**src/core/sfpe_pkg.sv**
```systemverilog
/* Shared constants and types of the serial flash command sequencer:
   opcodes, frame byte counts, protection geometry, self-timed durations.
   Assumes a 250 MHz core clock and a 4 MiB array behind a byte port. */
package sfpe_pkg;
  localparam longint unsigned CLK_MHZ = 250;
  localparam int ADDR_W = 22;
  localparam int PAGE_BYTES = 256;

  // Opcodes
  localparam logic [7:0] OPC_WREN = 8'h06;
  localparam logic [7:0] OPC_WRDI = 8'h04;
  localparam logic [7:0] OPC_RDSR = 8'h05;
  localparam logic [7:0] OPC_DREAD = 8'h3B;
  localparam logic [7:0] OPC_PAGE = 8'h02;
  localparam logic [7:0] OPC_SECT = 8'h20;
  localparam logic [7:0] OPC_BLK = 8'hD8;
  localparam logic [7:0] OPC_CHIP = 8'hC7;
  localparam logic [7:0] OPC_SLEEP = 8'hB9;
  localparam logic [7:0] OPC_WAKE = 8'hAB;

  // Byte counts that make a deselect valid; BYTES_HDR instead ends the address phase
  localparam logic [2:0] BYTES_CMD = 3'h1;
  localparam logic [2:0] BYTES_HDR = 3'h3;
  localparam logic [2:0] BYTES_ERASE = 3'h4;
  localparam logic [2:0] BYTES_PAGE = 3'h5;

  // Protection: 64 blocks of 64 KiB
  localparam logic [6:0] BLOCKS_ALL = 7'h40;
  localparam logic [2:0] BP_NONE = 3'h0;
  localparam logic [2:0] BP_ALL = 3'h7;

  // Self-timed durations, as printed, and their cycle counts
  localparam longint unsigned PAGE_WRITE_TIME_US = 1500;
  localparam longint unsigned SECTOR_ERASE_TIME_MS = 150;
  localparam longint unsigned BLOCK_ERASE_TIME_MS = 800;
  localparam longint unsigned ARRAY_ERASE_TIME_S = 25;
  localparam longint unsigned POWERDOWN_ENTRY_TIME_US = 3;
  localparam longint unsigned PAGE_WRITE_CYC = PAGE_WRITE_TIME_US * CLK_MHZ;
  localparam longint unsigned SECTOR_ERASE_CYC =
    SECTOR_ERASE_TIME_MS * 1000 * CLK_MHZ;
  localparam longint unsigned BLOCK_ERASE_CYC =
    BLOCK_ERASE_TIME_MS * 1000 * CLK_MHZ;
  localparam longint unsigned ARRAY_ERASE_CYC =
    ARRAY_ERASE_TIME_S * 1000000 * CLK_MHZ;
  localparam longint unsigned POWERDOWN_ENTRY_CYC =
    POWERDOWN_ENTRY_TIME_US * CLK_MHZ;
  localparam int TIMER_W = 33;

  typedef enum logic [2:0] {
    PH_OPC = 3'b000,
    PH_ADDR = 3'b001,
    PH_DUMMY = 3'b010,
    PH_PAGE = 3'b011,
    PH_READ = 3'b100,
    PH_STAT = 3'b101,
    PH_SKIP = 3'b110
  } sfpe_phase_e;

  typedef enum logic [1:0] {
    EX_IDLE = 2'b00,
    EX_PROG = 2'b01,
    EX_WAIT = 2'b10,
    EX_SLEEP = 2'b11
  } sfpe_exec_e;

  typedef enum logic [1:0] {
    ER_SECTOR = 2'b00,
    ER_BLOCK = 2'b01,
    ER_CHIP = 2'b10
  } sfpe_erase_e;

  typedef struct packed {
    logic wr;
    logic erase;
    sfpe_erase_e kind;
    logic [ADDR_W-1:0] addr;
    logic [7:0] data;
  } sfpe_mem_s;
endpackage

```
**src/core/sfpe_page_buf.sv**
```systemverilog
/* Page staging buffer: 256 bytes with a written-mask.
   Assumes one writer and one reader on the core clock; clr and wrEn
   never coincide with a read that matters. */
`timescale 1ns/10ps
module sfpe_page_buf
  import sfpe_pkg::*;
(
  // Clock, reset, enable
  input wire logic ref_clk,
  input wire logic rst_n,
  input wire logic ce,
  // Fill side
  input wire logic clr,
  input wire logic wrEn,
  input wire logic [7:0] wrIdx,
  input wire logic [7:0] wrData,
  // Drain side
  input wire logic [7:0] rdIdx,
  output logic [7:0] rdData,
  output logic rdValid
);
  logic [7:0] memQ [PAGE_BYTES];
  logic [PAGE_BYTES-1:0] validQ;

  // Only the mask needs a reset; stale bytes are never marked valid
  always_ff @(posedge ref_clk or negedge rst_n) begin
    if (!rst_n) begin
      validQ <= '0;
    end else if (ce) begin
      if (clr) begin
        validQ <= '0;
      end else if (wrEn) begin
        validQ[wrIdx] <= 1'b1;
      end
    end
  end

  always_ff @(posedge ref_clk) begin
    if (ce && wrEn) begin
      memQ[wrIdx] <= wrData;
    end
  end

  assign rdData = memQ[rdIdx];
  assign rdValid = validQ[rdIdx];
endmodule

```
**src/core/sfpe_core.sv**
```systemverilog
/* Serial flash command sequencer: decodes link frames, streams dual
   reads, stages page data, runs self-timed program/erase and sleep.
   Assumes link pins are asynchronous and the link clock is well below
   a sixth of ref_clk; the array port answers reads within one cycle. */
`timescale 1ns/10ps
module sfpe_core
  import sfpe_pkg::*;
#(
  parameter longint unsigned P_PAGE_WRITE_CYC = PAGE_WRITE_CYC,
  parameter longint unsigned P_SECTOR_ERASE_CYC = SECTOR_ERASE_CYC,
  parameter longint unsigned P_BLOCK_ERASE_CYC = BLOCK_ERASE_CYC,
  parameter longint unsigned P_ARRAY_ERASE_CYC = ARRAY_ERASE_CYC,
  parameter longint unsigned P_POWERDOWN_ENTRY_CYC = POWERDOWN_ENTRY_CYC
) (
  // Clock, reset, enable
  input wire logic ref_clk,
  input wire logic rst_n,
  input wire logic ce,
  // Link pins
  input wire logic sclk,
  input wire logic csN,
  input wire logic bidirDataPinIn,
  output logic bidirDataPinOut,
  output logic bidirDataPinOe,
  output logic dataOut,
  output logic dataOutOe,
  // Protection setup
  input wire logic topBottomSelect,
  input wire logic [2:0] protectBits,
  // Status view
  output logic busy,
  output logic writeEnableLatch,
  output logic poweredDown,
  // Array port
  output sfpe_mem_s memReq,
  output logic [ADDR_W-1:0] memRdAddr,
  input wire logic [7:0] memRdData
);
  logic [2:0] s1Q, s2Q, s3Q;
  sfpe_phase_e phaseQ, phaseNext;
  sfpe_exec_e execQ;
  logic [2:0] bitQ, byteQ, outCntQ;
  logic [6:0] shQ;
  logic [7:0] opcQ, walkQ;
  logic [23:0] addrQ;
  logic [13:0] pageQ;
  logic okQ, welQ, pdQ, doQ, dioQ, doOeQ, dioOeQ;
  logic [TIMER_W-1:0] timerQ;
  logic [7:0] bufData;
  logic bufValid;

  // Two flops per link input, third stage only for edge finding
  always_ff @(posedge ref_clk or negedge rst_n) begin
    if (!rst_n) begin
      // Idle levels, so no false select edge follows reset
      s1Q <= 3'h7;
      s2Q <= 3'h7;
      s3Q <= 3'h7;
    end else if (ce) begin
      s1Q <= {csN, sclk, bidirDataPinIn};
      s2Q <= s1Q;
      s3Q <= s2Q;
    end
  end

  wire logic csAct = !s2Q[2];
  wire logic csRise = s2Q[2] && !s3Q[2];
  wire logic sclkRise = csAct && s2Q[1] && !s3Q[1];
  wire logic sclkFall = csAct && !s2Q[1] && s3Q[1];
  wire logic din = s2Q[0];
  wire logic [7:0] opcIn = {shQ, din};
  wire logic byteDone = sclkRise && (bitQ == 3'h7);
  wire logic busyW = (execQ == EX_PROG) || (execQ == EX_WAIT);
  wire logic asleep = pdQ || (execQ == EX_SLEEP);
  wire logic outPhase = (phaseQ == PH_READ) || (phaseQ == PH_STAT);

  // While asleep only wake counts; while busy only status read
  wire logic opcOk = asleep ? (opcIn == OPC_WAKE) :
    busyW ? (opcIn == OPC_RDSR) : 1'b1;
  wire logic needsWel = (opcIn == OPC_PAGE) || (opcIn == OPC_SECT) ||
    (opcIn == OPC_BLK) || (opcIn == OPC_CHIP);
  wire logic opcAccept = opcOk && !(needsWel && !welQ);

  // Protected span in blocks, counted from top or bottom
  wire logic [6:0] protLen = (protectBits == BP_NONE) ? 7'h00 :
    (protectBits == BP_ALL) ? BLOCKS_ALL :
    7'(7'h01 << (protectBits - 3'h1));
  wire logic [6:0] blkIdx = {1'b0, addrQ[21:16]};
  wire logic protHit = topBottomSelect ? (blkIdx < protLen) :
    (blkIdx >= 7'(BLOCKS_ALL - protLen));

  // Commands act only when select rises on a byte boundary
  wire logic cmdEnd = csRise && okQ && (bitQ == 3'h0);
  wire logic isErase = (opcQ == OPC_SECT) || (opcQ == OPC_BLK);
  wire logic startProg = cmdEnd && (opcQ == OPC_PAGE) &&
    (byteQ >= BYTES_PAGE) && !protHit;
  wire logic startErase = cmdEnd && isErase &&
    (byteQ == BYTES_ERASE) && !protHit;
  wire logic startChip = cmdEnd && (opcQ == OPC_CHIP) &&
    (byteQ == BYTES_CMD) && (protectBits == BP_NONE);
  wire logic startSleep = cmdEnd && (opcQ == OPC_SLEEP) &&
    (byteQ == BYTES_CMD);
  wire logic doWren = cmdEnd && (opcQ == OPC_WREN) && (byteQ == BYTES_CMD);
  wire logic doWrdi = cmdEnd && (opcQ == OPC_WRDI) && (byteQ == BYTES_CMD);
  wire logic doWake = cmdEnd && (opcQ == OPC_WAKE) && asleep &&
    (byteQ != 3'h0);

  wire logic [7:0] statusByte = {2'b00, topBottomSelect, protectBits,
    welQ, busyW};
  wire logic bufClr = byteDone && (phaseQ == PH_OPC) &&
    (opcIn == OPC_PAGE) && opcAccept;
  wire logic bufWr = byteDone && (phaseQ == PH_PAGE);

  // Frame phase after the byte now completing
  always_comb begin
    phaseNext = phaseQ;
    case (phaseQ)
      PH_OPC: begin
        if (!opcAccept) begin
          phaseNext = PH_SKIP;
        end else if (opcIn == OPC_RDSR) begin
          phaseNext = PH_STAT;
        end else if (opcIn == OPC_DREAD || opcIn == OPC_PAGE ||
            opcIn == OPC_SECT || opcIn == OPC_BLK) begin
          phaseNext = PH_ADDR;
        end else begin
          phaseNext = PH_SKIP;
        end
      end
      PH_ADDR: begin
        if (byteQ == BYTES_HDR) begin
          phaseNext = (opcQ == OPC_DREAD) ? PH_DUMMY :
            (opcQ == OPC_PAGE) ? PH_PAGE : PH_SKIP;
        end
      end
      PH_DUMMY: phaseNext = PH_READ;
      default: phaseNext = phaseQ;
    endcase
  end

  // Frame decode on link clock edges; deselect aborts the frame
  always_ff @(posedge ref_clk or negedge rst_n) begin
    if (!rst_n) begin
      phaseQ <= PH_OPC;
      bitQ <= 3'h0;
      byteQ <= 3'h0;
      outCntQ <= 3'h0;
      shQ <= 7'h00;
      opcQ <= 8'h00;
      addrQ <= 24'h000000;
      okQ <= 1'b0;
    end else if (ce) begin
      if (!csAct) begin
        phaseQ <= PH_OPC;
        bitQ <= 3'h0;
        byteQ <= 3'h0;
        outCntQ <= 3'h0;
      end else if (sclkRise) begin
        shQ <= opcIn[6:0];
        bitQ <= bitQ + 3'h1;
        if (phaseQ == PH_ADDR) begin
          addrQ <= {addrQ[22:0], din};
        end
        if (byteDone) begin
          phaseQ <= phaseNext;
          if (byteQ != 3'h7) begin
            byteQ <= byteQ + 3'h1;
          end
          if (!outPhase) begin
            outCntQ <= 3'h0;
          end
          if (phaseQ == PH_OPC) begin
            opcQ <= opcIn;
            okQ <= opcAccept;
          end
          if (phaseQ == PH_PAGE) begin
            addrQ[7:0] <= addrQ[7:0] + 8'h01;
          end
        end
      end else if (sclkFall && outPhase) begin
        outCntQ <= outCntQ + 3'h1;
        if (phaseQ == PH_READ && outCntQ[1:0] == 2'h3) begin
          addrQ <= addrQ + 24'h000001;
        end
      end
    end
  end

  // Pins change on falling link edges; deselect only drops the enables
  always_ff @(posedge ref_clk or negedge rst_n) begin
    if (!rst_n) begin
      doQ <= 1'b0;
      dioQ <= 1'b0;
      doOeQ <= 1'b0;
      dioOeQ <= 1'b0;
    end else if (ce) begin
      if (!csAct) begin
        doOeQ <= 1'b0;
        dioOeQ <= 1'b0;
      end else if (sclkFall && phaseQ == PH_STAT) begin
        doOeQ <= 1'b1;
        doQ <= statusByte[~outCntQ];
      end else if (sclkFall && phaseQ == PH_READ) begin
        // Bidir pin is driven only from the first data fall
        doOeQ <= 1'b1;
        dioOeQ <= 1'b1;
        doQ <= memRdData[{~outCntQ[1:0], 1'b1}];
        dioQ <= memRdData[{~outCntQ[1:0], 1'b0}];
      end
    end
  end

  sfpe_page_buf u_buf (
    .ref_clk(ref_clk),
    .rst_n(rst_n),
    .ce(ce),
    .clr(bufClr),
    .wrEn(bufWr),
    .wrIdx(addrQ[7:0]),
    .wrData(opcIn),
    .rdIdx(walkQ),
    .rdData(bufData),
    .rdValid(bufValid)
  );

  // Self-timed cycles; timer counts cover the slow array, walk is 256
  always_ff @(posedge ref_clk or negedge rst_n) begin
    if (!rst_n) begin
      execQ <= EX_IDLE;
      timerQ <= '0;
      walkQ <= 8'h00;
      pageQ <= 14'h0000;
      welQ <= 1'b0;
      pdQ <= 1'b0;
      memReq <= '0;
    end else if (ce) begin
      memReq.wr <= 1'b0;
      memReq.erase <= 1'b0;
      if (timerQ != '0) begin
        timerQ <= timerQ - 33'h1;
      end
      case (execQ)
        EX_IDLE: begin
          if (doWren) begin
            welQ <= 1'b1;
          end else if (doWrdi) begin
            welQ <= 1'b0;
          end
          if (doWake) begin
            pdQ <= 1'b0;
          end
          if (startProg) begin
            execQ <= EX_PROG;
            walkQ <= 8'h00;
            pageQ <= addrQ[21:8];
            timerQ <= TIMER_W'(P_PAGE_WRITE_CYC);
          end else if (startErase || startChip) begin
            execQ <= EX_WAIT;
            memReq.erase <= 1'b1;
            memReq.addr <= addrQ[ADDR_W-1:0];
            memReq.kind <= startChip ? ER_CHIP :
              (opcQ == OPC_SECT) ? ER_SECTOR : ER_BLOCK;
            timerQ <= startChip ? TIMER_W'(P_ARRAY_ERASE_CYC) :
              (opcQ == OPC_SECT) ? TIMER_W'(P_SECTOR_ERASE_CYC) :
              TIMER_W'(P_BLOCK_ERASE_CYC);
          end else if (startSleep) begin
            execQ <= EX_SLEEP;
            timerQ <= TIMER_W'(P_POWERDOWN_ENTRY_CYC);
          end
        end
        EX_PROG: begin
          // Only bytes received this command are written
          memReq.wr <= bufValid;
          memReq.addr <= {pageQ, walkQ};
          memReq.data <= bufData;
          walkQ <= walkQ + 8'h01;
          if (walkQ == 8'hFF) begin
            execQ <= EX_WAIT;
          end
        end
        EX_WAIT: begin
          if (timerQ == '0) begin
            execQ <= EX_IDLE;
            welQ <= 1'b0;
          end
        end
        EX_SLEEP: begin
          if (doWake) begin
            execQ <= EX_IDLE;
          end else if (timerQ == '0) begin
            execQ <= EX_IDLE;
            pdQ <= 1'b1;
          end
        end
        default: execQ <= EX_IDLE;
      endcase
    end
  end

  assign bidirDataPinOut = dioQ;
  assign bidirDataPinOe = dioOeQ;
  assign dataOut = doQ;
  assign dataOutOe = doOeQ;
  assign busy = busyW;
  assign writeEnableLatch = welQ;
  assign poweredDown = pdQ;
  assign memRdAddr = addrQ[ADDR_W-1:0];
endmodule

```
**config.mk**
```make
export PLATFORM = sky130hd
export DESIGN_NAME = sfpe_core
export DESIGN_NICKNAME = d
export VERILOG_FILES = /design/src/core/sfpe_pkg.sv /design/src/core/sfpe_page_buf.sv /design/src/core/sfpe_core.sv
export SDC_FILE = /design/constraint.sdc
export NUM_CORES = 2
export LEC_CHECK = 0
export BUFFER_PORTS_ARGS = -buffer_cell sky130_fd_sc_hd__buf_2
export CAP_MARGIN = 20
export CORE_MARGIN = 10
export CORE_UTILIZATION = 55
export CTS_BUF_LIST = sky130_fd_sc_hd__clkbuf_8
export DETAILED_ROUTE_END_ITERATION = 8
export GPL_ROUTABILITY_DRIVEN = 0
export PLACE_DENSITY = 0.71
export SYNTH_ARGS = -nofsm -noshare
export SYNTH_HDL_FRONTEND = slang
export SYNTH_HIERARCHICAL = 1
export SYNTH_SLANG_ARGS = --single-unit
```
**constraint.sdc**
```tcl
create_clock -name ref_clk -period 7.3 [get_ports ref_clk]
set_input_delay 1.095 -clock ref_clk [delete_from_list [all_inputs] [get_ports ref_clk]]
set_output_delay 1.095 -clock ref_clk [all_outputs]
set_load 0.02 [all_outputs]
```
# Yosys cells after proc, flatten, opt, wreduce, memory -nomap -nowiden
# Memories as Yosys holds them, arrays and structs flattened. A register that Yosys moved wholly into a read port is not among the register bits.
# Index checks and enable logic that the tools add are counted.
dict set report word_totals {
  in_bits 18
  ramBits 2048
  ff_bits 406
  wordCells 283
  n_memories 1
}
dict set report classes {
  n_lt_le_gt_ge 9
  muxes 84
  n_reduce_logical 99
  shifts 1
  bitwise 6
  addsub 9
  eq_ne 47
}
# memory words word_bits read_ports rd_ports_with_merged_regs write_ports line_no
set mem_list {}
lappend mem_list {u_buf.memQ 256 8 1 1 1 sfpe_page_buf.sv:22} ;# logic [7:0] memQ [PAGE_BYTES];
# cell count
set op_table {}
lappend op_table {{two-way mux 256 bit} 2}
lappend op_table {{OR 256 bit} 1}
lappend op_table {{two-way mux 33 bit} 6}
lappend op_table {{two-way mux 24 bit} 4}
lappend op_table {{== test 8 bit (second input constant)} 8}
lappend op_table {{two-way mux 3 bit} 21}
lappend op_table {{two-way mux 25 bit} 2}
lappend op_table {{one-hot mux 22 bit (2 select lines)} 1}
lappend op_table {{logical AND 1 bit} 38}
lappend op_table {{zero test 33 bit} 1}
lappend op_table {{nonzero test 33 bit} 1}
lappend op_table {{subtractor 33 x 1 -> 33 bit (second input constant)} 1}
lappend op_table {{== test 8 x 6 -> 1 bit (second input constant)} 4}
lappend op_table {{two-way mux 28 bit} 1}
lappend op_table {{AND reduction 4 bit} 7}
lappend op_table {{two-way mux 1 bit} 25}
lappend op_table {{adder 24 x 1 -> 24 bit (second input constant)} 1}
lappend op_table {{== test 8 x 3 -> 1 bit (second input constant)} 3}
lappend op_table {{two-way mux 8 bit} 3}
lappend op_table {{nonzero test 2 bit} 11}
lappend op_table {{AND reduction 5 bit} 4}
lappend op_table {{less-than comparator 8 x 9 -> 1 bit (second input constant)} 2}
lappend op_table {{AND reduction 3 bit} 6}
lappend op_table {{adder 8 x 1 -> 8 bit (second input constant)} 2}
lappend op_table {{40 further kinds} 100}

# Logic depth before layout (Yosys ltp)
dict set report logic_depth {
  depth_word 13
  ltp_mapped 18
  mapped_depth_nobuf 16
}

# Cells and area by module
# Netlist, hierarchy kept.
# module cells_each area_per_inst_um2 n_inst
set modules_own_cells {}
lappend modules_own_cells {sfpe_page_buf 4720 89977.5 1}
lappend modules_own_cells {sfpe_core 1071 9550.4 1}

# Least setup slack after synthesis
# No wires, ideal clock.
dict set report synth_timing {
  path_kind {flip-flop to flip-flop}
  from {register shQ[4]}
  to {register u_buf.validQ[117]}
  setup_time_ps 132
  t_required_ps 7168
  arrival_ps 5591
  path_slack_ps 1578
  path_buffers 4
  path_stages_with_launch 12
  path_cell_list {dfrtp_1 -> clkbuf_1 -> nor2_1 -> a32oi_1 -> o31ai_1 -> a211o_1 -> nor2_1 -> and2_0 -> clkbuf_1 -> clkbuf_1 -> buf_1 -> nor2_1}
}
dict set report synth_via {
  elab_chain_len 10
  word_cells_on_any_way 19
}
# item line_no
set synth_lines {}
lappend synth_lines {{start, declared} sfpe_core.sv:43} ;# logic [6:0] shQ;
lappend synth_lines {{start signal, assigned} sfpe_core.sv:159} ;# shQ <= opcIn[6:0];
lappend synth_lines {{== test 8 x 2 -> 1 bit / == test 8 x 6 -> 1 bit (equally long branches)} {sfpe_core.sv:80, sfpe_core.sv:111}}
lappend synth_lines {{logical OR 1 bit (2 in series)} sfpe_core.sv:80} ;# wire logic needsWel = (opcIn == OPC_PAGE) || (opcIn == OPC_SECT) ||
lappend synth_lines {{logical OR 1 bit} sfpe_core.sv:81} ;# (opcIn == OPC_BLK) || (opcIn == OPC_CHIP);
lappend synth_lines {{logical AND 1 bit} sfpe_core.sv:82} ;# wire logic opcAccept = opcOk && !(needsWel && !welQ);
lappend synth_lines {{zero test 1 bit} sfpe_core.sv:82}
lappend synth_lines {{logical AND 1 bit} sfpe_core.sv:82}
lappend synth_lines {{logical AND 1 bit *} sfpe_core.sv:111} ;# (opcIn == OPC_PAGE) && opcAccept;
lappend synth_lines {{named net bufClr} sfpe_core.sv:110} ;# wire logic bufClr = byteDone && (phaseQ == PH_OPC) &&
lappend synth_lines {{nonzero test 2 bit (no source line)} -}
lappend synth_lines {{AND reduction 2 bit (no source line)} -}
lappend synth_lines {{end signal, assigned} sfpe_page_buf.sv:28} ;# validQ <= '0;
lappend synth_lines {{end signal, assigned} sfpe_page_buf.sv:31} ;# validQ <= '0;
lappend synth_lines {{end signal, assigned by index} sfpe_page_buf.sv:33} ;# validQ[wrIdx] <= 1'b1;
lappend synth_lines {{end, declared} sfpe_page_buf.sv:23} ;# logic [PAGE_BYTES-1:0] validQ;
# The timed path passes the listed nets; every way through them passes the cells marked *.
# A chain may end at the register's enable or synchronous reset.

# Worst setup path after layout
dict set report layout_timing {
  from {register walkQ[3]}
  to {register memReq[33] (netlist name)}
}
dict set report layout_via {
  elab_chain_len 3
}
# item line_no
set layout_lines {}
lappend layout_lines {{start, declared} sfpe_core.sv:44} ;# logic [7:0] opcQ, walkQ;
lappend layout_lines {{start signal, assigned} sfpe_core.sv:276} ;# walkQ <= walkQ + 8'h01;
lappend layout_lines {{binary-select mux 1 bit (select 8 bit)} sfpe_page_buf.sv:45} ;# assign rdValid = validQ[rdIdx];
lappend layout_lines {{two-way mux 1 bit (implied by the code)} sfpe_page_buf.sv:45}
lappend layout_lines {{named net bufValid} sfpe_core.sv:50} ;# logic bufValid;
lappend layout_lines {{two-way mux 1 bit} sfpe_core.sv:242} ;# case (execQ)
lappend layout_lines {{end, declared} sfpe_core.sv:35} ;# output sfpe_mem_s memReq,
# The timed path passes the listed nets, and every way through them passes these cells. The select of a mux whose other input is x is not followed.

==> impl_metrics.tcl <==
set metrics [dict create \
    crit_path_end "memReq[33]" \
    fin_area_um2 109700 \
    max_freq_mhz 205.5 \
    fin_setup_tns_ns 0 \
    multi_input_area_um2 25760 \
    worstSetupStartpoint "walkQ[3]" \
    area_delta_synth_final_pct 10.21 \
    post_cts_resized 0 \
    clock-root-buffer "clkbuf_8" \
    wl_per_cell_um 28.99 \
    maxSlewViolCount 0 \
    vias 56276 \
    critPathLaunchType "flip-flop" \
    path_class "flip-flop to flip-flop" \
    drtPass1Iterations 8 \
    fp.coreArea_um2 180400 \
    place_area_um2 102200 \
    r2r_slack_ns 2.43 \
    period_share 0.6665 \
    dp_hpwl_mm 155.3 \
    final_layout_size_suffix_gt1_frac 0.2146 \
    numPortBuffers 80 \
    synth.top_cells.by_count "edfxtp_1, nor2_1, mux4_2, dfrtp_1, nand2_1" \
    grt_max_degree 203 \
    r2r_end "memReq[33]" \
    hp-class "input pin to asynchronous set/reset pin" \
    async_reset_ff_frac 0.1671 \
    yosys_register_bits 2459 \
    power.leakage_nw 37.58 \
    overflow 0 \
    crit_required_ns 8.27 \
    numCtsBuffers 393 \
    num-fill-cells 12971 \
    place_inst 8015 \
    hold_viol 0 \
    fin_cells 8742 \
    fin_total_pwr_mw 34.71 \
    synth_top_cell_by_area "edfxtp_1" \
    grt_usage 0.2538 \
    preCtsSetupSlack_ns 2.199 \
    drt-total-wl_mm 253.4 \
    io_pins 81 \
    first_global_vias 55844 \
    clock_skew_ns 0.08548 \
    clock_latency_ns 1.11 \
    synthTopCellsByArea "edfxtp_1, mux4_2, dfrtp_1, nor2_1, mux2i_1" \
    holdWs_ns 0.07237 \
    drtIter0Drc 7211 \
    cts_hold_buf 0 \
    clkTransAtPathRegs_ns 0.06 \
    relSlewSlack 0.1485 \
    fp-row-count 156 \
    rsz0062_at_grt "false" \
    final_nets 6098 \
    final-setup-viol-count 0 \
    ant_nets 0 \
    synth_top_area_frac 0.6179 \
    worst_slack_ns 2.434 \
    synth-edff-count 2048 \
    synth.most_common_cell "edfxtp_1" \
    cts.sinks 2459 \
    syn_avg_cell_area_um2 17.19 \
    grt_antenna_before_repair 6 \
    worst-path-max-fanout 30 \
    ys_types 99 \
    drv_cap 0 \
    r2r-start "walkQ[3]" \
    final-seq-area_um2 71840 \
    cts_max_path_buffers 4 \
    synth_nets 5837 \
    min_period_ns 4.866 \
    vdd_drop_max_uv 249.2 \
    drc_errors 0 \
    die_h_um 445.4 \
    cts_tree "built" \
    netlist_instances 5791 \
    via_per_inst 6.437 \
    yosys_warnings 6 \
    arrival_ns 5.83 \
    die-area_um2 198400 \
    status "completed" \
    ys.flop_type "edfxtp_1" \
    end_kind "flip-flop" \
    postLayoutCoreUtil 0.6082 \
    grt_pass1_wl_mm 376.0 \
    powerDensity_nw_per_um2 316.4 \
    r2r_cells 12 \
    initial_core_util 0.5519 \
    synth_area_um2 99530 \
    postCtsSetupBuffers 0 \
    ys_seq_area_frac 0.7213 \
    htreeDepth 5 \
    die_w_um 445.4 \
    worstMarginPinSlew_ns 1.268 \
]
## cell families after synthesis
family	count (synthesis)	share of synthesized area
xor gates and xnor gates	15	0.001320
adders and majority gates	28	0.003520
DFF	2459	0.7213
buffers and inverters	385	0.02078
and+or+nand+nor	1415	0.06233
muxes	726	0.1378
AOI/OAI and AO/OA	763	0.05288
## worst max-delay path, stage by stage, from the launching register on
cell and delay, ns:
dfrtp_2 0.47, buf_4 0.42, buf_4 0.57, and2_2 0.54
buf_4 0.33, buf_4 0.50, a22oi_1 0.23, a21oi_1 0.32
nor4_1 0.13, buf_4 0.19, nor4_2 0.72, inv_1 0.10
o2bb2ai_1 0.15
## sequential cells by signal (all words and copies together) (netlist names), 7 cells and up
| register | count |
|---|---|
| pageQ | 14 |
| timerQ | 33 |
| shQ | 7 |
| opcQ | 8 |
| addrQ | 22 |
| u_buf/validQ | 256 |
| u_buf/memQ | 2048 |
| walkQ | 8 |
| memReq | 34 |
## worst min-delay path by stage
stage / depth (start not counted) / end / slack, ns
6_report: 1 / timerQ[32] / 0.07
5_1_grt: 1 / timerQ[30] / 0.11
4_1_cts: 1 / timerQ[3] / 0.004
3_5_place_dp: 1 / memReq[33] / 0.47
3_3_place_gp: 2 / okQ / 0.46
2_1_floorplan: 2 / okQ / 0.44
## cells in the final DEF (no fill, tap or decap), types with 15 or more instances in the layout
cell,Yosys,routed
a21boi_0,18,18
a21oi_1,183,183
a221oi_1,15,15
a22o_1,19,19
a22oi_1,176,176
and3_1,19,19
buf_12,6,15
buf_2,56,80
buf_4,27,108
clkbuf_8,0,435
clkinv_1,2,61
clkinv_2,0,42
dfrtp_1,403,391
edfxtp_1,2048,2048
ha_1,28,27
inv_1,35,197
mux2_2,66,66
mux2i_1,151,151
mux4_2,509,509
nand2_1,199,198
nand2b_1,20,19
nand3_1,78,77
nand4_1,38,38
nor2_1,853,849
nor2b_1,24,20
nor3_1,66,66
nor4_1,27,23
o21ai_0,110,110
o221ai_1,40,40
o22ai_1,28,28
o31ai_1,18,18
or3_1,19,19
## area by class of cell
| class | count | area share |
|---|---|---|
| Timing Repair Buffer | 214 | 0.01559 |
| Multi-Input combinational cell | 2947 | 0.2348 |
| Inverter | 37 | 0.001266 |
| Clock inverter | 278 | 0.01185 |
| Tap cell | 2370 | 0.02703 |
| Sequential cell | 2459 | 0.6549 |
| Antenna cell | 3 | 0.00006844 |
| Clock buffer | 434 | 0.05446 |
## power breakdown
group          internal [mW]  total, mW  switching [mW]
Sequential              16.3       16.8           0.463
Clock                   5.66       10.9            5.27
Combinational           2.19       7.02            4.83
Total                   24.1       34.7            10.6
## per-layer routing
metal,part of all wire,track usage,vias up
li1,-,-,23523
met1,0.38,0.3530,28998
met2,0.47,0.3909,3166
met3,0.10,0.06191,585
met4,0.041,0.09863,4
met5,0.00011,0,-
(Power assumes the default switching activity.)
